[src/sensor_regs_cfg.svh]
// Purpose: Offsets, field positions, reset values and bus constants of the sensor register block
// Assumes: Byte-wide registers reached over the two-wire serial port
// Notes:   Definitions only
`ifndef SENSOR_REGS_CFG_SVH
`define SENSOR_REGS_CFG_SVH

`define OFS_TEMP_LOW        8'h00
`define OFS_TEMP_HIGH       8'h01
`define OFS_HUM_LOW         8'h02
`define OFS_HUM_HIGH        8'h03
`define OFS_EVENT_FLAGS     8'h04
`define OFS_PEAK_TEMP       8'h05
`define OFS_PEAK_HUM        8'h06
`define OFS_PIN_ENABLES     8'h07
`define OFS_LAST_MAPPED     8'h07

`define BIT_DONE            7
`define BIT_TEMP_HIGH       6
`define BIT_TEMP_LOW        5
`define BIT_HUM_HIGH        4
`define BIT_HUM_LOW         3
`define FLAG_MSB            7
`define FLAG_LSB            3

`define RST_BYTE            8'h00
`define RST_WORD            16'h0000
`define RST_FLAGS           5'h00

`define TARGET_ADDR_HI      6'h20
`define BIT_COUNT_FULL      4'h8

`endif

[src/sensor_regs_pkg.sv]
// Purpose: Types shared by the sensor register block
// Assumes: Nothing beyond SystemVerilog packages
// Notes:   Serial port state machine encoding
package sensor_regs_pkg;

   typedef enum logic [2:0] {
      ST_IDLE    = 3'b000,
      ST_ADDR    = 3'b001,
      ST_ADDR_AK = 3'b010,
      ST_WR_BYTE = 3'b011,
      ST_WR_AK   = 3'b100,
      ST_RD_BYTE = 3'b101,
      ST_RD_AK   = 3'b110
   } port_state_e;

   typedef logic [7:0] byte_t;

endpackage

[src/line_sampler.sv]
// Purpose: Synchronise the serial pins and find clock edges, start and stop
// Assumes: Pins come from outside the mclk domain
// Notes:   Only second-stage values feed the detectors
`timescale 1ns/1ns
module line_sampler (
   // Clock and reset
   input  wire logic mclk,
   input  wire logic sys_rst,
   // Raw pins
   input  wire logic scl_pin,
   input  wire logic sda_pin,
   input  wire logic addr_pin,
   // Clean events and levels
   output logic      scl_rise,
   output logic      scl_fall,
   output logic      start_det,
   output logic      stop_det,
   output logic      sda_level,
   output logic      addr_level
);

   logic [2:0] meta_reg;
   logic [2:0] sync_reg;
   logic       scl_old_reg;
   logic       sda_old_reg;

   // Two-stage synchronisers, idle high
   always_ff @(posedge mclk) begin
      if (sys_rst) begin
         meta_reg <= 3'h7;
         sync_reg <= 3'h7;
      end else begin
         meta_reg <= {addr_pin, sda_pin, scl_pin};
         sync_reg <= meta_reg;
      end
   end

   // Previous clean levels for edge finding
   always_ff @(posedge mclk) begin
      if (sys_rst) begin
         scl_old_reg <= 1'b1;
         sda_old_reg <= 1'b1;
      end else begin
         scl_old_reg <= sync_reg[0];
         sda_old_reg <= sync_reg[1];
      end
   end

   // Edges and bus conditions
   assign scl_rise   = sync_reg[0] & ~scl_old_reg;
   assign scl_fall   = ~sync_reg[0] & scl_old_reg;
   assign start_det  = sync_reg[0] & scl_old_reg & sda_old_reg & ~sync_reg[1];
   assign stop_det   = sync_reg[0] & scl_old_reg & ~sda_old_reg & sync_reg[1];
   assign sda_level  = sync_reg[1];
   assign addr_level = sync_reg[2];

endmodule // line_sampler

[src/sensor_regs.sv]
// Purpose: Humidity result, event flags, peak detectors and event pin enables behind a two-wire port
// Assumes: Measurement engine on mclk gives results and a done pulse
// Notes:   Threshold values and global pin enable come from configuration logic outside
`timescale 1ns/1ns
`include "sensor_regs_cfg.svh"

// What this block does
// - Humidity low byte 0x02, high 0x03
// - Humidity code is percent RH times 65536/100
// - Humidity bytes read-only, zero after reset
// - Flags in bits 7..3, low bits read zero
// - Done flag set on conversion, cleared reading 0x00-0x04
// - Threshold flags cleared by reading 0x04
// - Threshold crossing sets its flag
// - Enables never change flag contents
// - Enable register bits 7..3, read-write, reset zero
// - Only enabled sources reach event pin
// - Per-source enables need global pin enable
// - Peak temperature kept at 0x05, one-shot only
// - Peak temperature code is upper result byte
// - Peak humidity kept at 0x06, one-shot only
// - Peak humidity code is upper result byte
// - Reads use last written pointer
// - Pointer advances after each data byte written and each read byte the host acknowledges
// - NACK read-only data and unused pointers
module sensor_regs (
   // Clock and reset
   input  wire logic                 mclk,
   input  wire logic                 sys_rst,
   // Serial port pins
   input  wire logic                 scl_pin,
   input  wire logic                 sda_in,
   output logic                      sda_out,
   output logic                      sda_oe_n,
   input  wire logic                 addr_pin,
   // Measurement engine
   input  wire logic                 conv_done,
   input  wire logic                 temp_valid,
   input  wire logic                 hum_valid,
   input  wire logic [15:0]          temp_result,
   input  wire logic [15:0]          hum_result,
   input  wire logic                 one_shot_mode,
   input  wire logic                 soft_reset,
   // Configuration held elsewhere
   input  wire sensor_regs_pkg::byte_t temp_thr_low,
   input  wire sensor_regs_pkg::byte_t temp_thr_high,
   input  wire sensor_regs_pkg::byte_t hum_thr_low,
   input  wire sensor_regs_pkg::byte_t hum_thr_high,
   input  wire logic                 event_pin_global_en,
   // Event output
   output logic                      event_output_pin
);
   import sensor_regs_pkg::*;

   port_state_e state_reg;
   logic        scl_rise;
   logic        scl_fall;
   logic        start_det;
   logic        stop_det;
   logic        sda_level;
   logic        addr_level;
   logic [3:0]  bit_cnt_reg;
   byte_t       shift_reg;
   byte_t       tx_reg;
   byte_t       ptr_reg;
   logic        first_reg;
   logic        ack_reg;
   logic        drive_reg;
   logic        host_ack_reg;
   logic        rd_load;
   logic        wr_take;
   byte_t       rx_byte;
   byte_t       rd_data;
   logic [15:0] hum_reg;
   logic [`FLAG_MSB:`FLAG_LSB] flag_reg;
   logic [`FLAG_MSB:`FLAG_LSB] en_reg;
   logic [`FLAG_MSB:`FLAG_LSB] flag_set;
   logic [`FLAG_MSB:`FLAG_LSB] flag_clr;
   byte_t       peak_temp_reg;
   byte_t       peak_hum_reg;
   logic        irq_reg;
   logic        clear_all;

   // Registers that a pointer byte may select
   function automatic logic is_mapped(input byte_t a);
      is_mapped = (a <= `OFS_LAST_MAPPED);
   endfunction

   line_sampler u_sampler (
      .mclk       (mclk),
      .sys_rst    (sys_rst),
      .scl_pin    (scl_pin),
      .sda_pin    (sda_in),
      .addr_pin   (addr_pin),
      .scl_rise   (scl_rise),
      .scl_fall   (scl_fall),
      .start_det  (start_det),
      .stop_det   (stop_det),
      .sda_level  (sda_level),
      .addr_level (addr_level)
   );

   // Open drain: only ever pull low
   assign sda_out   = 1'b0;
   assign sda_oe_n  = ~drive_reg;
   assign rx_byte   = shift_reg;
   assign clear_all = soft_reset;

   // Byte sent for the current pointer
   always_comb begin
      unique case (ptr_reg)
         `OFS_TEMP_LOW:    rd_data = temp_result[7:0];
         `OFS_TEMP_HIGH:   rd_data = temp_result[15:8];
         `OFS_HUM_LOW:     rd_data = hum_reg[7:0];
         `OFS_HUM_HIGH:    rd_data = hum_reg[15:8];
         `OFS_EVENT_FLAGS: rd_data = {flag_reg, 3'h0};
         `OFS_PEAK_TEMP:   rd_data = peak_temp_reg;
         `OFS_PEAK_HUM:    rd_data = peak_hum_reg;
         `OFS_PIN_ENABLES: rd_data = {en_reg, 3'h0};
         default:          rd_data = `RST_BYTE;
      endcase
   end

   // Byte load for transmit, and write byte taken on the fall of the eighth clock
   assign rd_load = scl_fall & ((state_reg == ST_ADDR_AK & shift_reg[0] & ack_reg)
                    | (state_reg == ST_RD_AK & host_ack_reg));
   assign wr_take = scl_fall & (state_reg == ST_WR_BYTE) & (bit_cnt_reg == `BIT_COUNT_FULL);

   // Port state machine
   always_ff @(posedge mclk) begin
      if (sys_rst) begin
         state_reg <= ST_IDLE;
      end else if (start_det) begin
         state_reg <= ST_ADDR;
      end else if (stop_det) begin
         state_reg <= ST_IDLE;
      end else if (scl_fall) begin
         unique case (state_reg)
            ST_IDLE:    state_reg <= ST_IDLE;
            ST_ADDR: begin
               if (bit_cnt_reg == `BIT_COUNT_FULL) begin
                  state_reg <= (shift_reg[7:1] == {`TARGET_ADDR_HI, addr_level}) ? ST_ADDR_AK : ST_IDLE;
               end
            end
            ST_ADDR_AK: state_reg <= shift_reg[0] ? ST_RD_BYTE : ST_WR_BYTE;
            ST_WR_BYTE: begin
               if (bit_cnt_reg == `BIT_COUNT_FULL) begin
                  state_reg <= ST_WR_AK;
               end
            end
            ST_WR_AK:   state_reg <= (first_reg & ~ack_reg) ? ST_IDLE : ST_WR_BYTE;
            ST_RD_BYTE: begin
               if (bit_cnt_reg == `BIT_COUNT_FULL) begin
                  state_reg <= ST_RD_AK;
               end
            end
            ST_RD_AK:   state_reg <= host_ack_reg ? ST_RD_BYTE : ST_IDLE;
            default:    state_reg <= ST_IDLE;
         endcase
      end
   end

   // Bit counter and receive shifter
   always_ff @(posedge mclk) begin
      if (sys_rst) begin
         bit_cnt_reg <= 4'h0;
         shift_reg   <= `RST_BYTE;
      end else if (start_det || (scl_fall && bit_cnt_reg == `BIT_COUNT_FULL)) begin
         bit_cnt_reg <= 4'h0;
      end else if (scl_rise && state_reg inside {ST_ADDR, ST_WR_BYTE, ST_RD_BYTE}) begin
         bit_cnt_reg <= bit_cnt_reg + 4'h1;
         shift_reg   <= {shift_reg[6:0], sda_level};
      end
   end

   // Host acknowledge sampled on the ninth read clock
   always_ff @(posedge mclk) begin
      if (sys_rst) begin
         host_ack_reg <= 1'b0;
      end else if (scl_rise && state_reg == ST_RD_AK) begin
         host_ack_reg <= ~sda_level;
      end
   end

   // Acknowledge decision for address, pointer and data bytes
   always_ff @(posedge mclk) begin
      if (sys_rst) begin
         ack_reg   <= 1'b0;
         first_reg <= 1'b0;
      end else if (scl_fall && state_reg == ST_ADDR && bit_cnt_reg == `BIT_COUNT_FULL) begin
         ack_reg   <= (shift_reg[7:1] == {`TARGET_ADDR_HI, addr_level});
         first_reg <= 1'b1;
      end else if (wr_take) begin
         ack_reg   <= first_reg ? is_mapped(rx_byte) : (ptr_reg == `OFS_PIN_ENABLES);
      end else if (scl_fall && state_reg == ST_WR_AK) begin
         first_reg <= 1'b0;
      end
   end

   // Register pointer: set by the first written byte, then stepped per data byte written and per read byte the host acknowledges
   always_ff @(posedge mclk) begin
      if (sys_rst) begin
         ptr_reg <= `RST_BYTE;
      end else if (wr_take && first_reg) begin
         if (is_mapped(rx_byte)) begin
            ptr_reg <= rx_byte;
         end
      end else if (wr_take) begin
         ptr_reg <= ptr_reg + 8'h01;
      end else if (scl_rise && state_reg == ST_RD_AK && !sda_level) begin
         ptr_reg <= ptr_reg + 8'h01;
      end
   end

   // Transmit shifter and line drive
   always_ff @(posedge mclk) begin
      if (sys_rst) begin
         tx_reg    <= `RST_BYTE;
         drive_reg <= 1'b0;
      end else if (start_det || stop_det) begin
         drive_reg <= 1'b0;
      end else if (rd_load) begin
         tx_reg    <= {rd_data[6:0], 1'b0};
         drive_reg <= ~rd_data[7];
      end else if (scl_fall) begin
         unique case (state_reg)
            ST_ADDR: begin
               drive_reg <= (bit_cnt_reg == `BIT_COUNT_FULL)
                            && (shift_reg[7:1] == {`TARGET_ADDR_HI, addr_level});
            end
            ST_WR_BYTE: begin
               drive_reg <= (bit_cnt_reg == `BIT_COUNT_FULL)
                            && (first_reg ? is_mapped(rx_byte)
                                          : (ptr_reg == `OFS_PIN_ENABLES));
            end
            ST_RD_BYTE: begin
               tx_reg    <= {tx_reg[6:0], 1'b0};
               drive_reg <= (bit_cnt_reg != `BIT_COUNT_FULL) && !tx_reg[7];
            end
            default:    drive_reg <= 1'b0;
         endcase
      end
   end

   // Enable register, the one writable location
   always_ff @(posedge mclk) begin
      if (sys_rst || clear_all) begin
         en_reg <= `RST_FLAGS;
      end else if (wr_take && !first_reg && ptr_reg == `OFS_PIN_ENABLES) begin
         en_reg <= rx_byte[`FLAG_MSB:`FLAG_LSB];
      end
   end

   // Humidity result held as raw code, RH% = code*100/65536
   always_ff @(posedge mclk) begin
      if (sys_rst || clear_all) begin
         hum_reg <= `RST_WORD;
      end else if (conv_done && hum_valid) begin
         hum_reg <= hum_result;
      end
   end

   // Flag set sources: completion and upper-byte threshold compares
   always_comb begin
      flag_set = `RST_FLAGS;
      flag_set[`BIT_DONE]      = conv_done;
      flag_set[`BIT_TEMP_HIGH] = conv_done & temp_valid & (temp_result[15:8] > temp_thr_high);
      flag_set[`BIT_TEMP_LOW]  = conv_done & temp_valid & (temp_result[15:8] < temp_thr_low);
      flag_set[`BIT_HUM_HIGH]  = conv_done & hum_valid & (hum_result[15:8] > hum_thr_high);
      flag_set[`BIT_HUM_LOW]   = conv_done & hum_valid & (hum_result[15:8] < hum_thr_low);
   end

   // Read-side clears: results or flags clear done, flags clear thresholds
   always_comb begin
      flag_clr = `RST_FLAGS;
      if (rd_load && ptr_reg <= `OFS_EVENT_FLAGS) begin
         flag_clr[`BIT_DONE] = 1'b1;
      end
      if (rd_load && ptr_reg == `OFS_EVENT_FLAGS) begin
         flag_clr[`BIT_TEMP_HIGH:`BIT_HUM_LOW] = 4'hF;
      end
   end

   // Sticky flags, set wins over clear, enables not involved
   always_ff @(posedge mclk) begin
      if (sys_rst || clear_all) begin
         flag_reg <= `RST_FLAGS;
      end else begin
         flag_reg <= (flag_reg & ~flag_clr) | flag_set;
      end
   end

   // Peak detectors on upper result bytes, one-shot mode only
   always_ff @(posedge mclk) begin
      if (sys_rst || clear_all) begin
         peak_temp_reg <= `RST_BYTE;
         peak_hum_reg  <= `RST_BYTE;
      end else if (conv_done && one_shot_mode) begin
         if (temp_valid && temp_result[15:8] > peak_temp_reg) begin
            peak_temp_reg <= temp_result[15:8];
         end
         if (hum_valid && hum_result[15:8] > peak_hum_reg) begin
            peak_hum_reg <= hum_result[15:8];
         end
      end
   end

   // Event pin: enabled flags ORed, gated by global enable
   always_ff @(posedge mclk) begin
      if (sys_rst) begin
         irq_reg <= 1'b0;
      end else begin
         irq_reg <= event_pin_global_en & (|(flag_reg & en_reg));
      end
   end
   assign event_output_pin = irq_reg;

   // Checks next to the logic
   a_hum_capture: assert property (@(posedge mclk) disable iff (sys_rst)
      (conv_done && hum_valid && !soft_reset) |=> (hum_reg == $past(hum_result)))
      else $error("humidity result not captured");
   a_done_set: assert property (@(posedge mclk) disable iff (sys_rst)
      (conv_done && !soft_reset) |=> flag_reg[`BIT_DONE])
      else $error("done flag not set by conversion");
   a_status_clear: assert property (@(posedge mclk) disable iff (sys_rst)
      (rd_load && ptr_reg == `OFS_EVENT_FLAGS && !conv_done) |=> (flag_reg == `RST_FLAGS))
      else $error("flags not cleared by status read");
   a_thr_high_set: assert property (@(posedge mclk) disable iff (sys_rst)
      (conv_done && temp_valid && temp_result[15:8] > temp_thr_high && !soft_reset)
      |=> flag_reg[`BIT_TEMP_HIGH])
      else $error("temperature high flag missed");
   a_global_gate: assert property (@(posedge mclk) disable iff (sys_rst)
      !event_pin_global_en |=> !event_output_pin)
      else $error("event pin active without global enable");
   a_source_gate: assert property (@(posedge mclk) disable iff (sys_rst)
      ((flag_reg & en_reg) == `RST_FLAGS) |=> !event_output_pin)
      else $error("event pin active with no enabled flag");
   a_peak_rise: assert property (@(posedge mclk) disable iff (sys_rst)
      !soft_reset |=> (peak_temp_reg >= $past(peak_temp_reg)))
      else $error("peak temperature decreased");
   a_peak_hold: assert property (@(posedge mclk) disable iff (sys_rst)
      (!one_shot_mode && !soft_reset) |=> $stable(peak_hum_reg))
      else $error("peak humidity moved outside one-shot mode");
   a_ro_nack: assert property (@(posedge mclk) disable iff (sys_rst)
      (state_reg == ST_WR_AK && !first_reg && !ack_reg) |-> sda_oe_n)
      else $error("read-only data byte acknowledged");

endmodule // sensor_regs

[config.mk]
export PLATFORM = sky130hd
export DESIGN_NAME = sensor_regs
export DESIGN_NICKNAME = d
export VERILOG_FILES = /design/src/sensor_regs_pkg.sv /design/src/line_sampler.sv /design/src/sensor_regs.sv
export VERILOG_INCLUDE_DIRS = /design/src /design/src/src
export SDC_FILE = /design/constraint.sdc
export NUM_CORES = 1
export LEC_CHECK = 0
export BUFFER_PORTS_ARGS = -buffer_cell sky130_fd_sc_hd__buf_4
export CAP_MARGIN = 5
export CORE_ASPECT_RATIO = 1.4
export CORE_MARGIN = 2
export CORE_UTILIZATION = 62
export CTS_CLUSTER_DIAMETER = 200
export CTS_CLUSTER_SIZE = 28
export DETAILED_ROUTE_END_ITERATION = 7
export PLACE_DENSITY = 0.86
export SLEW_MARGIN = 15
export SYNTH_ARGS = -nofsm -noshare
export SYNTH_HDL_FRONTEND = slang
export SYNTH_HIERARCHICAL = 1
export SYNTH_SLANG_ARGS = --single-unit
[constraint.sdc]
create_clock -name mclk -period 6.3 [get_ports mclk]
set_clock_uncertainty 0.1 [all_clocks]
set_input_delay 0.945 -clock mclk [delete_from_list [all_inputs] [get_ports mclk]]
set_output_delay 0.945 -clock mclk [all_outputs]
set_load 0.02 [all_outputs]
==> flow_summary.json <==
{
  "critical_path_class": "reg2reg",
  "vias_per_cell": 6.501,
  "area_growth_pct": 16.53,
  "hold_path_class": "reg2reg",
  "cts_made_buffers": 9,
  "fmaxAchievable_mhz": 370.9,
  "synthDistinctLibCells": 64,
  "hold_violations": 0,
  "leakage_nw": 2.567,
  "cellPowerDensity_nw_per_um2": 202.1,
  "critPathLaunchType": "flop",
  "worstPathArrival_ns": 2.86,
  "diodes": 0,
  "fillerInstances": 613,
  "p_int_uw": 935.8,
  "rsz0062_at_grt": "false",
  "path_cells": "nor2b_1 > inv_1 > a211o_1 > nor3_4 > nand4_1 > a311oi_1",
  "peakVddDrop_mv": 0.1617,
  "drt-wirelength-per-cell_um": 17.73,
  "switchingPower_uw": 310.0,
  "ys_warn_count": 6,
  "grt_overflow_total": 0,
  "nets": 840,
  "worstMarginPinSlew_ns": 1.162,
  "cts_max_level": 3,
  "io_buffer_count": 76,
  "start_util_pct": 64.16,
  "path_clk_slew_ns": 0.06,
  "grtUsageTotal_pct": 32.53,
  "ys_seq_elements": 85,
  "clockBufferDepth": 2,
  "p_comb_share_pct": 11.5,
  "min_period_ns": 2.696,
  "critical_path.max_stage_delay_ns": 0.69,
  "power.share.sequential_pct": 44.2,
  "netSwitchingFraction_pct": 24.88,
  "synth_fp_nets": 784,
  "grt_max_degree": 42,
  "clock_sinks": 85,
  "final_core_util_pct": 74.77,
  "synth-seq-area-share_pct": 32.16,
  "dieWidth_um": 82.08,
  "core_area_sq_um": 8247,
  "hold_buffers": 0,
  "route.detailed.drc": 0,
  "dieArea_sq_um": 9300,
  "largest_reg_flops": 16,
  "slew_headroom_pct": 22.56,
  "cp_slowest_cell": "nor2b_1",
  "postCtsSetupBuffers": 0,
  "postRouteAntennaNets": 0,
  "synthFlopType": "dfxtp_1",
  "drive_gt1_share_pct": 14.90,
  "grt_pass1_wl_mm": 23.51,
  "final_common_cell": "dfxtp_1",
  "clk-insertion-delay-late_ns": 0.35,
  "gp_congestion": 0.9510,
  "drv_cap": 0,
  "setup.worst_path.end_class": "flop",
  "most-common-layout-cells": "85 x dfxtp_1, 76 x buf_4, 67 x a21oi_1, 64 x nand2_1, 59 x inv_1",
  "clock-root-buffer": "clkbuf_16",
  "setup-violations-final": 0,
  "first_iter_violations": 449,
  "cts_tree": "built",
  "worst_ep_required_time_ns": 6.46,
  "die_y_um": 113.3,
  "hpwl_mm": 10.70,
  "syn_area_per_cell_sq_um": 8.054,
  "synthCells": 657,
  "fin_crit_sh_pct": 42.79,
  "firstDrtPassIters": 6,
  "syn_area_sq_um": 5291,
  "fin_setup_tns_ns": 0,
  "io_pins": 78,
  "synth-edff-count": 0,
  "rows": 39,
  "crit_fanout": 9,
  "grt_pass1_vias": 5222,
  "antenna_found_initial": 0,
  "vias": 5331,
  "p_clk_share_pct": 44.3,
  "outcome": "finished clean",
  "cts_resized": 0,
  "slew_viol_final": 0,
  "ys_async_sr_fraction_pct": 0,
  "wl_mm": 14.54
}
[worst paths after layout]
check | startpoint | end | slack (ns) | cells past startpoint
worst max-delay path | u_sampler/scl_old_reg | tx_reg[5] | 3.60 | 6
worst min-delay path | u_sampler/meta_reg[0] | u_sampler/sync_reg[0] | 0.31 | 1
worst max register to register | u_sampler/scl_old_reg | tx_reg[5] | 3.60 | 6
worst min register to register | u_sampler/meta_reg[0] | u_sampler/sync_reg[0] | 0.31 | 1
[kinds of logic after synthesis]
logic type | synth area share [%]
adder cells (fa/ha/maj) | 12.30
buffers and inverters | 6.668
AND/OR/NAND/NOR | 21.00
XOR/XNOR | 0.6622
other | 0.07087
AO/OA/AOI/OAI | 24.07
flip-flops | 32.16
multiplexers | 3.074
[through the flow]
step	worst slack [ns]	hold WS (ns)	cell area (sq um)	cells	power [mW]
finish	3.604	0.3068	6166	820	1.246
global route	3.477	0.3160	6166	820	1.282
CTS	3.677	0.3104	6166	820	1.244
detailed placement	3.526	0.2964	5858	804	0.7031
global placement	3.568	0.2875	5858	804	0.6959
floorplan	3.866	0.2832	5291	657	0.6366
[layout make-up]
cell class | instances | area, sq um | share of cell area [%]
Inverter | 59 | 221.5 | 3.592
Tap cell | 102 | 127.6 | 2.070
Timing Repair Buffer | 76 | 570.5 | 9.253
Multi-Input combinational cell | 482 | 3237 | 52.50
Clock inverter | 6 | 68.82 | 1.116
Sequential cell | 85 | 1702 | 27.60
Clock buffer | 10 | 239.0 | 3.876
[layer usage]
metal,wire [um],GRT usage [%],up-vias
met5,0,0,-
li1,-,-,2477
met1,5299,34.55,2545
met4,823,22.22,0
met3,894,4.944,63
met2,7518,57.13,246
[critical path, delay by kind of cell, from the launching register on]
family,cells,cell delay (ns)
compound gates,2,0.75
buf+inv,1,0.20
flops,1,0.36
simple gates,3,1.20
[power groups by stage]
stage	Combinational, mW	Clock (mW)	Sequential (mW)
floorplan	0.0767	0	0.560
global placement	0.134	0	0.562
global route	0.160	0.571	0.551
finish	0.144	0.552	0.550
detailed placement	0.141	0	0.562
CTS	0.142	0.551	0.550
[cells in the mapped netlist (3+ instances only)]
cell / count / area share [%]
a222oi_1: 6 / 1.1
a21oi_1: 67 / 6.3
nor2b_1: 9 / 1.1
a22oi_1: 15 / 2.1
a211oi_1: 8 / 1.1
nand3b_1: 4 / 0.57
nand4_1: 11 / 1.3
nand3_1: 26 / 2.5
nand2_1: 64 / 4.5
inv_1: 59 / 4.2
mux2i_1: 14 / 2.6
o21ai_0: 39 / 3.7
or3_1: 5 / 0.59
o211ai_1: 5 / 0.71
a31oi_1: 4 / 0.47
and2_1: 3 / 0.35
or3b_2: 3 / 0.50
a21o_1: 15 / 2.1
nand2b_1: 5 / 0.59
a211o_1: 4 / 0.66
dfxtp_1: 85 / 32
or2_1: 8 / 0.95
nor2_1: 40 / 2.8
and3_1: 4 / 0.47
o21a_1: 5 / 0.71
a311oi_1: 4 / 0.66
or4_1: 3 / 0.43
and4_1: 3 / 0.50
buf_2: 8 / 0.76
nor3b_1: 5 / 0.71
ha_1: 52 / 12
nor3_1: 5 / 0.47
o211a_1: 3 / 0.57
clkbuf_1: 21 / 1.5
a32oi_1: 3 / 0.50
a22o_1: 3 / 0.50
and4b_1: 3 / 0.57
Note: power is estimated with default switching activity, not from simulation.
